**config.mk**
```make
export PLATFORM = sky130hd
export DESIGN_NAME = uhg_host_ctrl
export DESIGN_NICKNAME = d
export VERILOG_FILES = /design/src/logic/uhg_pkg.sv /design/src/logic/uhg_host_ctrl.sv
export SDC_FILE = /design/constraint.sdc
export NUM_CORES = 1
export LEC_CHECK = 0
export BUFFER_PORTS_ARGS = -buffer_cell sky130_fd_sc_hd__buf_2
export CORE_AREA = 2 2 93 139
export CTS_CLUSTER_DIAMETER = 60
export DETAILED_ROUTE_END_ITERATION = 12
export DIE_AREA = 0 0 95 141
export PLACE_DENSITY_LB_ADDON = 0.15
export SLEW_MARGIN = 5
export SYNTH_ARGS = -nofsm -noshare
export SYNTH_HDL_FRONTEND = slang
export SYNTH_SLANG_ARGS = --single-unit
```
**constraint.sdc**
```tcl
create_clock -name clk_i -period 2.32 [get_ports clk_i]
set_input_delay 0.348 -clock clk_i [delete_from_list [all_inputs] [get_ports clk_i]]
set_output_delay 0.348 -clock clk_i [all_outputs]
set_load 0.005 [all_outputs]
```
**src/logic/uhg_pkg.sv**
```systemverilog
package uhg_pkg;

  // Bus geometry
  localparam int ADR_W = 12;
  localparam int DAT_W = 32;

  // Register byte offsets
  localparam logic [ADR_W-1:0] OFF_BUS_CTRL   = 12'h400;
  localparam logic [ADR_W-1:0] OFF_FLAGS      = 12'h404;
  localparam logic [ADR_W-1:0] OFF_FLAG_CLR   = 12'h408;
  localparam logic [ADR_W-1:0] OFF_FLAG_SET   = 12'h40c;
  localparam logic [ADR_W-1:0] OFF_ENABLES    = 12'h410;
  localparam logic [ADR_W-1:0] OFF_ENABLE_CLR = 12'h414;
  localparam logic [ADR_W-1:0] OFF_ENABLE_SET = 12'h418;
  localparam logic [ADR_W-1:0] OFF_AUX_CTRL   = 12'h420;

  // Bus control fields
  localparam int CTRL_FRAME_GEN_BIT = 8;
  localparam int CTRL_RESET_BIT     = 9;
  localparam int CTRL_RESUME_BIT    = 10;

  // Auxiliary control fields
  localparam int AUX_POWER_BIT  = 0;
  localparam int AUX_FREEZE_BIT = 1;
  localparam int AUX_LOWSPD_BIT = 2;

  // Event flag positions
  localparam int FLAG_ATTACH      = 0;
  localparam int FLAG_DETACH      = 1;
  localparam int FLAG_RESET_DONE  = 2;
  localparam int FLAG_RESUME_DONE = 3;
  localparam int FLAG_UP_RESUME   = 4;
  localparam int FLAG_FRAME_START = 5;
  localparam int FLAG_WAKEUP      = 6;
  localparam int NUM_EVT          = 7;
  localparam int PIPE_LSB         = 8;
  localparam int NUM_PIPES        = 9;
  localparam int EN_W             = PIPE_LSB + NUM_PIPES;

  // Implemented enable bits
  localparam logic [EN_W-1:0] EN_MASK = 17'h1ff7f;

  // Reset values
  localparam logic [DAT_W-1:0] RST_WORD = 32'h0000_0000;

  // Complete block state
  typedef struct packed {
    logic                  frame_gen_enable;
    logic                  reset_req;
    logic                  resume_req;
    logic                  bus_power_request;
    logic                  clock_freeze;
    logic                  low_speed;
    logic [NUM_EVT-1:0]    evt;
    logic [NUM_PIPES-1:0]  pipe_summary_flag;
    logic [EN_W-1:0]       en;
    logic                  ack;
    logic [DAT_W-1:0]      dat;
  } uhg_state_t;

  // Line-side event strobes
  typedef struct packed {
    logic attach;
    logic detach;
    logic up_resume;
    logic frame_sent;
    logic reset_sent;
    logic resume_sent;
  } uhg_line_evt_t;

  // Line-side commands
  typedef struct packed {
    logic send_reset;
    logic send_resume;
    logic sof_gen;
    logic keepalive_gen;
    logic bus_power;
    logic clock_freeze;
  } uhg_line_cmd_t;

endpackage : uhg_pkg
```
**src/logic/uhg_host_ctrl.sv**
```systemverilog
// Overview of operation
// - Writing one to resume request starts a downstream resume; zero does nothing.
// - Resume request clears when resume completes or a bus reset is requested.
// - Writing one to reset request starts a bus reset.
// - Reset request clears itself when the bus reset has been sent.
// - Writing zero to reset request during a reset aborts it.
// - Clearing frame generation enable stops frames and idles the bus.
// - Enabled frame generation gives frames at full speed, keep-alive at low speed.
// - Hardware sets frame generation enable on reset request, or on upstream resume while the clock freeze bit is zero.
// - Pipe summary flags, bits 8 to 16, follow each pipe's interrupt source while the clock freeze bit is zero.
// - Wakeup flag sets when frames are off and resume or detach occurs.
// - Wakeup flag sets on attach while bus power request is one.
// - Wakeup detection keeps working while the clock freeze bit is set.
// - Frame start flag sets on each frame start or low-speed keep-alive.
// - Upstream resume flag sets when the peripheral signals resume.
// - Downstream resume done flag sets when the host finishes a resume.
// - Bus reset done flag sets when the host finishes a bus reset.
// - Detach flag sets when the peripheral is removed.
// - Attach flag sets when a peripheral is attached.
// - Writing one to the flag clear register clears that event flag.
// - Writing one to the flag set register forces that event flag.
// - A flag reaches the interrupt only while its read-only enable bit is one.
// - Writing one to the enable clear register clears that enable bit.
module uhg_host_ctrl
  import uhg_pkg::*;
(
  // Clock and reset
  input  wire logic                 clk_i,
  input  wire logic                 rst_i,
  // Wishbone slave
  input  wire logic                 cyc_i,
  input  wire logic                 stb_i,
  input  wire logic                 we_i,
  input  wire logic [ADR_W-1:0]     adr_i,
  input  wire logic [3:0]           sel_i,
  input  wire logic [DAT_W-1:0]     dat_i,
  output logic      [DAT_W-1:0]     dat_o,
  output logic                      ack_o,
  // Line-side events and pipe sources
  input  wire uhg_line_evt_t        line_evt_i,
  input  wire logic [NUM_PIPES-1:0] pipe_irq_i,
  // Line-side commands
  output uhg_line_cmd_t             line_cmd_o,
  // Interrupt request
  output logic                      irq_o
);

  uhg_state_t           st_r;
  uhg_state_t           st_nxt;
  logic                 req;
  logic                 wr;
  logic                 ctrl_wr;
  logic                 aux_wr;
  logic [DAT_W-1:0]     wmask;
  logic [DAT_W-1:0]     wd;
  logic [NUM_EVT-1:0]   hw_set;
  logic [NUM_EVT-1:0]   ev_clr;
  logic [NUM_EVT-1:0]   ev_set;
  logic [EN_W-1:0]      en_clr;
  logic [EN_W-1:0]      en_set;

  // Flag register image
  function automatic logic [DAT_W-1:0] flags_word(input uhg_state_t s);
    return {15'h0000, s.pipe_summary_flag, 1'b0, s.evt};
  endfunction : flags_word

  // Enable register image
  function automatic logic [DAT_W-1:0] enables_word(input uhg_state_t s);
    return {15'h0000, s.en & EN_MASK};
  endfunction : enables_word

  // Read decode
  function automatic logic [DAT_W-1:0] read_word(input uhg_state_t s,
                                                 input logic [ADR_W-1:0] a);
    logic [DAT_W-1:0] v;
    v = RST_WORD;
    unique case (a)
      OFF_BUS_CTRL: begin
        v[CTRL_FRAME_GEN_BIT] = s.frame_gen_enable;
        v[CTRL_RESET_BIT]     = s.reset_req;
        v[CTRL_RESUME_BIT]    = s.resume_req;
      end
      OFF_FLAGS:    v = flags_word(s);
      OFF_ENABLES:  v = enables_word(s);
      OFF_AUX_CTRL: begin
        v[AUX_POWER_BIT]  = s.bus_power_request;
        v[AUX_FREEZE_BIT] = s.clock_freeze;
        v[AUX_LOWSPD_BIT] = s.low_speed;
      end
      default:      v = RST_WORD;
    endcase
    return v;
  endfunction : read_word

  always_comb begin
    st_nxt  = st_r;
    req     = cyc_i & stb_i & ~st_r.ack;
    wr      = cyc_i & stb_i & we_i & st_r.ack;
    wmask   = {{8{sel_i[3]}}, {8{sel_i[2]}}, {8{sel_i[1]}}, {8{sel_i[0]}}};
    wd      = dat_i & wmask;
    ctrl_wr = wr && (adr_i == OFF_BUS_CTRL) && sel_i[1];
    aux_wr  = wr && (adr_i == OFF_AUX_CTRL) && sel_i[0];
    ev_clr  = (wr && adr_i == OFF_FLAG_CLR) ? wd[NUM_EVT-1:0] : '0;
    ev_set  = (wr && adr_i == OFF_FLAG_SET) ? wd[NUM_EVT-1:0] : '0;
    en_clr  = (wr && adr_i == OFF_ENABLE_CLR) ? (wd[EN_W-1:0] & EN_MASK) : '0;
    en_set  = (wr && adr_i == OFF_ENABLE_SET) ? (wd[EN_W-1:0] & EN_MASK) : '0;
    hw_set  = '0;

    // Bus handshake, data captured at request, write at the ack edge
    st_nxt.ack = req;
    if (req) begin
      st_nxt.dat = read_word(st_r, adr_i);
    end

    // Completion of line sequences
    if (st_r.reset_req && line_evt_i.reset_sent) begin
      st_nxt.reset_req = 1'b0;
      hw_set[FLAG_RESET_DONE] = 1'b1;
    end
    if (st_r.resume_req && line_evt_i.resume_sent) begin
      st_nxt.resume_req = 1'b0;
      hw_set[FLAG_RESUME_DONE] = 1'b1;
    end

    // Software control writes
    if (ctrl_wr) begin
      st_nxt.frame_gen_enable = dat_i[CTRL_FRAME_GEN_BIT];
      st_nxt.reset_req        = dat_i[CTRL_RESET_BIT];
      if (dat_i[CTRL_RESET_BIT]) begin
        st_nxt.frame_gen_enable = 1'b1;
        st_nxt.resume_req       = 1'b0;
      end else if (dat_i[CTRL_RESUME_BIT]) begin
        st_nxt.resume_req = 1'b1;
      end
    end
    if (aux_wr) begin
      st_nxt.bus_power_request = dat_i[AUX_POWER_BIT];
      st_nxt.clock_freeze      = dat_i[AUX_FREEZE_BIT];
      st_nxt.low_speed         = dat_i[AUX_LOWSPD_BIT];
    end

    // Line events, suppressed while the clock is frozen except wakeup
    if (!st_r.clock_freeze) begin
      hw_set[FLAG_ATTACH]      = line_evt_i.attach;
      hw_set[FLAG_DETACH]      = line_evt_i.detach;
      hw_set[FLAG_UP_RESUME]   = line_evt_i.up_resume;
      hw_set[FLAG_FRAME_START] = line_evt_i.frame_sent & st_r.frame_gen_enable;
      st_nxt.pipe_summary_flag = pipe_irq_i;
      if (line_evt_i.up_resume) begin
        st_nxt.frame_gen_enable = 1'b1;
      end
    end
    hw_set[FLAG_WAKEUP] = (~st_r.frame_gen_enable &
                           (line_evt_i.up_resume | line_evt_i.detach)) |
                          (st_r.bus_power_request & line_evt_i.attach);

    // Event flags, a set wins over a clear in the same cycle
    st_nxt.evt = (st_r.evt & ~ev_clr) | ev_set | hw_set;

    // Enables change only through their set and clear registers
    st_nxt.en = ((st_r.en & ~en_clr) | en_set) & EN_MASK;
  end

  always_ff @(posedge clk_i) begin
    if (rst_i) begin
      st_r <= '0;
    end else begin
      st_r <= st_nxt;
    end
  end

  // Outputs
  assign dat_o                    = st_r.dat;
  assign ack_o                    = st_r.ack;
  assign line_cmd_o.send_reset    = st_r.reset_req;
  assign line_cmd_o.send_resume   = st_r.resume_req;
  assign line_cmd_o.sof_gen       = st_r.frame_gen_enable & ~st_r.low_speed;
  assign line_cmd_o.keepalive_gen = st_r.frame_gen_enable & st_r.low_speed;
  assign line_cmd_o.bus_power     = st_r.bus_power_request;
  assign line_cmd_o.clock_freeze  = st_r.clock_freeze;
  assign irq_o = |(flags_word(st_r) & enables_word(st_r));

  // Checks
  property p_ack_pulse;
    @(posedge clk_i) disable iff (rst_i)
    (cyc_i && stb_i && !ack_o) |=> ack_o ##1 !ack_o;
  endproperty
  a_ack_pulse: assert property (p_ack_pulse) else $error("ack not a single pulse");

  property p_resume_start;
    @(posedge clk_i) disable iff (rst_i)
    (ctrl_wr && dat_i[CTRL_RESUME_BIT] && !dat_i[CTRL_RESET_BIT]) |=> line_cmd_o.send_resume;
  endproperty
  a_resume_start: assert property (p_resume_start)
    else $error("resume request not taken");

  property p_reset_start;
    @(posedge clk_i) disable iff (rst_i)
    (ctrl_wr && dat_i[CTRL_RESET_BIT]) |=>
      (line_cmd_o.send_reset && !line_cmd_o.send_resume && st_r.frame_gen_enable);
  endproperty
  a_reset_start: assert property (p_reset_start)
    else $error("reset request did not start correctly");

  property p_reset_done;
    @(posedge clk_i) disable iff (rst_i)
    (st_r.reset_req && line_evt_i.reset_sent && !ctrl_wr) |=>
      (!line_cmd_o.send_reset && st_r.evt[FLAG_RESET_DONE]);
  endproperty
  a_reset_done: assert property (p_reset_done)
    else $error("reset completion mishandled");

  property p_reset_abort;
    @(posedge clk_i) disable iff (rst_i)
    (ctrl_wr && !dat_i[CTRL_RESET_BIT]) |=> !line_cmd_o.send_reset;
  endproperty
  a_reset_abort: assert property (p_reset_abort)
    else $error("reset not aborted");

  property p_resume_done;
    @(posedge clk_i) disable iff (rst_i)
    (st_r.resume_req && line_evt_i.resume_sent && !ctrl_wr) |=>
      (!line_cmd_o.send_resume && st_r.evt[FLAG_RESUME_DONE]);
  endproperty
  a_resume_done: assert property (p_resume_done)
    else $error("resume completion mishandled");

  property p_frame_off_idle;
    @(posedge clk_i) disable iff (rst_i)
    (ctrl_wr && !dat_i[CTRL_FRAME_GEN_BIT] && !dat_i[CTRL_RESET_BIT] &&
     !line_evt_i.up_resume) |=> (!line_cmd_o.sof_gen && !line_cmd_o.keepalive_gen);
  endproperty
  a_frame_off_idle: assert property (p_frame_off_idle)
    else $error("bus not idle after frame disable");

  property p_up_resume;
    @(posedge clk_i) disable iff (rst_i)
    (line_evt_i.up_resume && !st_r.clock_freeze) |=>
      (st_r.evt[FLAG_UP_RESUME] && st_r.frame_gen_enable);
  endproperty
  a_up_resume: assert property (p_up_resume)
    else $error("upstream resume not recorded");

  property p_wakeup;
    @(posedge clk_i) disable iff (rst_i)
    ((!st_r.frame_gen_enable && (line_evt_i.detach || line_evt_i.up_resume)) ||
     (st_r.bus_power_request && line_evt_i.attach)) |=> st_r.evt[FLAG_WAKEUP];
  endproperty
  a_wakeup: assert property (p_wakeup)
    else $error("wakeup flag not raised");

  property p_pipe_follow;
    @(posedge clk_i) disable iff (rst_i)
    !st_r.clock_freeze |=> (st_r.pipe_summary_flag == $past(pipe_irq_i));
  endproperty
  a_pipe_follow: assert property (p_pipe_follow)
    else $error("pipe summary flag mismatch");

  property p_line_flags;
    @(posedge clk_i) disable iff (rst_i)
    !st_r.clock_freeze |=>
      ((!$past(line_evt_i.frame_sent && st_r.frame_gen_enable) ||
        st_r.evt[FLAG_FRAME_START]) &&
       (!$past(line_evt_i.attach) || st_r.evt[FLAG_ATTACH]) &&
       (!$past(line_evt_i.detach) || st_r.evt[FLAG_DETACH]));
  endproperty
  a_line_flags: assert property (p_line_flags)
    else $error("line event flag missing");

  property p_flag_clear;
    @(posedge clk_i) disable iff (rst_i)
    (ev_clr[FLAG_ATTACH] && !line_evt_i.attach) |=> !st_r.evt[FLAG_ATTACH];
  endproperty
  a_flag_clear: assert property (p_flag_clear)
    else $error("flag clear ignored");

  property p_flag_set;
    @(posedge clk_i) disable iff (rst_i)
    (ev_set != '0) |=> ((st_r.evt & $past(ev_set)) == $past(ev_set));
  endproperty
  a_flag_set: assert property (p_flag_set)
    else $error("flag set ignored");

  property p_enable_clear;
    @(posedge clk_i) disable iff (rst_i)
    (en_clr != '0) |=> ((st_r.en & $past(en_clr)) == '0);
  endproperty
  a_enable_clear: assert property (p_enable_clear)
    else $error("enable clear ignored");

  property p_irq_gate;
    @(posedge clk_i) disable iff (rst_i)
    (st_r.en == '0) |-> !irq_o;
  endproperty
  a_irq_gate: assert property (p_irq_gate)
    else $error("interrupt without enable");

  property p_irq_raise;
    @(posedge clk_i) disable iff (rst_i)
    (st_r.en[FLAG_WAKEUP] && st_r.evt[FLAG_WAKEUP]) |-> irq_o;
  endproperty
  a_irq_raise: assert property (p_irq_raise)
    else $error("enabled flag gave no interrupt");

endmodule : uhg_host_ctrl

```
==> flow_summary.json <==
{
  "setup_tns_ns": 0,
  "postCtsSetupBuffers": 0,
  "endpoint_kind": "output pin",
  "cts-buffers-inserted": 5,
  "period_needed_ns": 1.92,
  "arrival_ns": 1.57,
  "die_x_um": 95,
  "clkTransAtPathRegs_ns": 0.07,
  "clockRootBuffer": "clkbuf_16",
  "wl_um": 9370,
  "place_inst": 551,
  "yosys.area.top_type": "dfxtp_1",
  "final_core_util_pct": 28.2,
  "synth_area_leaders": "dfxtp_1 37%, buf_4 9.3%, o211ai_1 6.8%",
  "power_density_nw_per_um2": 562,
  "syn_inst": 351,
  "drtAntennaViolNets": 0,
  "antenna_found_initial": 0,
  "final-max-slew-violation-count": 0,
  "syn_avg_cell_area_um2": 8.49,
  "p_leak_nw": 1.32,
  "yosys_most_used_dff": "dfxtp_1",
  "grt_pass1_wl_um": 14200,
  "r2r_cells": 4,
  "vias": 2703,
  "critical_path.startpoint_type": "flop",
  "syn_area_um2": 2980,
  "clock_sinks": 55,
  "core-area_um2": 12300,
  "clockBufferDepth": 2,
  "post_synth_num_cell_types": 51,
  "dpl_worst_slack_ns": 0.270,
  "start_util_pct": 24.2,
  "grt_start_max_net_pins": 30,
  "timing.hold.ws_ns": 0.273,
  "fillers": 1366,
  "worst_slack_ns": 0.400,
  "max_freq_mhz": 521,
  "hold_start": "pipe_irq_i[2]",
  "avgViaCountPerCell": 4.84,
  "cts_tree": "built",
  "ys_warn_count": 0,
  "drt_pass1_iterations": 4,
  "die_area_um2": 13400,
  "nNetsFinal": 470,
  "instances_no_fill": 559,
  "place_hpwl_um": 7120,
  "final-hold-violation-count": 0,
  "htreeDepth": 2,
  "synthTopCellsByCount": "55 x dfxtp_1, 38 x nand2_1, 37 x buf_4, 27 x nor2_1, 27 x o211ai_1",
  "wl_per_cell_um": 16.8,
  "worstPathRequired_ns": 1.97,
  "hp-class": "input pin to flop",
  "yosysSeqAreaShare_pct": 36.9,
  "cts.hold.buffers_added": 0,
  "grt_setup_unrepaired": "false",
  "status": "finished clean",
  "io_pins": 108,
  "io_buffers": 74,
  "antenna_cells": 0,
  "path_max_fanout": 3,
  "gp_congestion": 0.853,
  "worstReg2RegEnd": "st_r[37]",
  "grt_pass1_vias": 2579,
  "worstReg2RegStart": "ack_o",
  "synth_edf_count": 0,
  "post_cts_resized": 0,
  "grt_usage_pct": 13.9,
  "fin_skew_ns": 0.00602,
  "rrSetupSlack_ns": 0.55,
  "path_class": "flop to output pin",
  "ys_ff_latch": 55,
  "rows": 50,
  "grt.overflow.total": 0,
  "die_h_um": 141,
  "synth_top_area_share_pct": 36.9,
  "synth_most_common_cell": "dfxtp_1",
  "drc": 0,
  "drive_gt1_share_pct": 26.3,
  "synthArstFlopShare_pct": 0,
  "hold-path-cell-count": 3,
  "area_delta_synth_final_pct": 16.7,
  "insertion_delay_ns": 0.30,
  "period_share_pct": 82.8,
  "setup_viol_count_final": 0,
  "hold_end": "st_r[52]",
  "drt-initial-drc-count": 88,
  "cap_violations": 0,
  "irDropWorstVdd_uv": 232
}
-- worst max path at each step --
| stage | startpoint | endpoint | slack (ns) | depth (start not counted) |
|---|---|---|---|---|
| CTS | st_r[43] | irq_o | 0.33 | 4 |
| detailed placement | adr_i[7] | line_cmd_o[0] | 0.27 | 5 |
| global placement | adr_i[7] | line_cmd_o[0] | 0.28 | 5 |
| finish | st_r[43] | irq_o | 0.40 | 4 |
| global route | st_r[43] | irq_o | 0.30 | 4 |
| floorplan | adr_i[7] | dat_o[12] | 0.38 | 6 |
-- cell type report --
| class | count | area, um2 | area share (%) |
|---|---|---|---|
| multi-input cells | 251 | 1560 | 44.7 |
| flip-flops and latches | 55 | 1100 | 31.6 |
| clock buffers | 7 | 133 | 3.81 |
| well taps | 156 | 195 | 5.61 |
| repair buffers | 88 | 488 | 14.0 |
| clock inverters | 1 | 5.00 | 0.144 |
| inverters | 1 | 3.75 | 0.108 |
-- worst max-delay path, stage by stage, from the launching register on --
cell,delay (ns)
dfxtp_1,0.33
a22o_1,0.23
a221oi_1,0.38
nand4_1,0.17
buf_2,0.16
-- power by group --
part	total, mW	internal (mW)	switching [mW]	leakage, nW
clock	0.748	0.401	0.347	0.0679
combinational	0.212	0.0866	0.125	0.808
sequential	0.997	0.972	0.0243	0.449
-- flip-flops by register name, summed over array words and instances (netlist names) --
signal      cells
line_cmd_o      4
st_r           34
ack_o           1
dat_o          16
-- layer usage --
layer,track usage [%],part of all wire [%],vias to the layer above
met3,1.87,4.4,9
met4,4.65,1.8,0
met2,25.3,53,83
li1,-,-,1352
met5,0,0,-
met1,16.4,41,1259
-- cell families (layout without fill, tap and decap cells) --
logic type / count (synthesis) / in the layout / synth area share [%]
AND/OR/NAND/NOR: 129 / 129 / 23.8
AO/OA/AOI/OAI: 93 / 93 / 21.9
buffers and inverters: 60 / 97 / 12.8
flip-flops: 55 / 55 / 36.9
multiplexers: 12 / 12 / 4.15
other: 1 / 16 / 0.126
XOR/XNOR: 1 / 1 / 0.294
-- layout by cell type, fill, tap and decap left out, drive strengths merged, types with 2 or more instances in the layout --
cell / instances
buf: 88
dfxtp: 55
nand2: 38
nor2: 27
o211ai: 27
o21ai: 27
nand3: 20
conb: 16
a311oi: 10
mux2i: 9
a22o: 7
clkbuf: 7
a21oi: 6
nor2b: 5
nand4: 5
a22oi: 5
or4: 5
a221oi: 4
nand2b: 4
mux2: 3
a32oi: 3
nor4: 3
nor4b: 3
and2: 2
or3: 2
nor3: 2
and4: 2
nor4bb: 2
and3: 2
-- per-stage QoR --
step | cell area, um2 | power [mW]
5_1_grt | 3480 | 2.05
6_report | 3480 | 1.96
3_5_place_dp | 3340 | 1.23
3_3_place_gp | 3340 | 1.23
2_1_floorplan | 3040 | 1.16
4_1_cts | 3480 | 1.98
No activity file was read; power rests on OpenSTA's default activity.
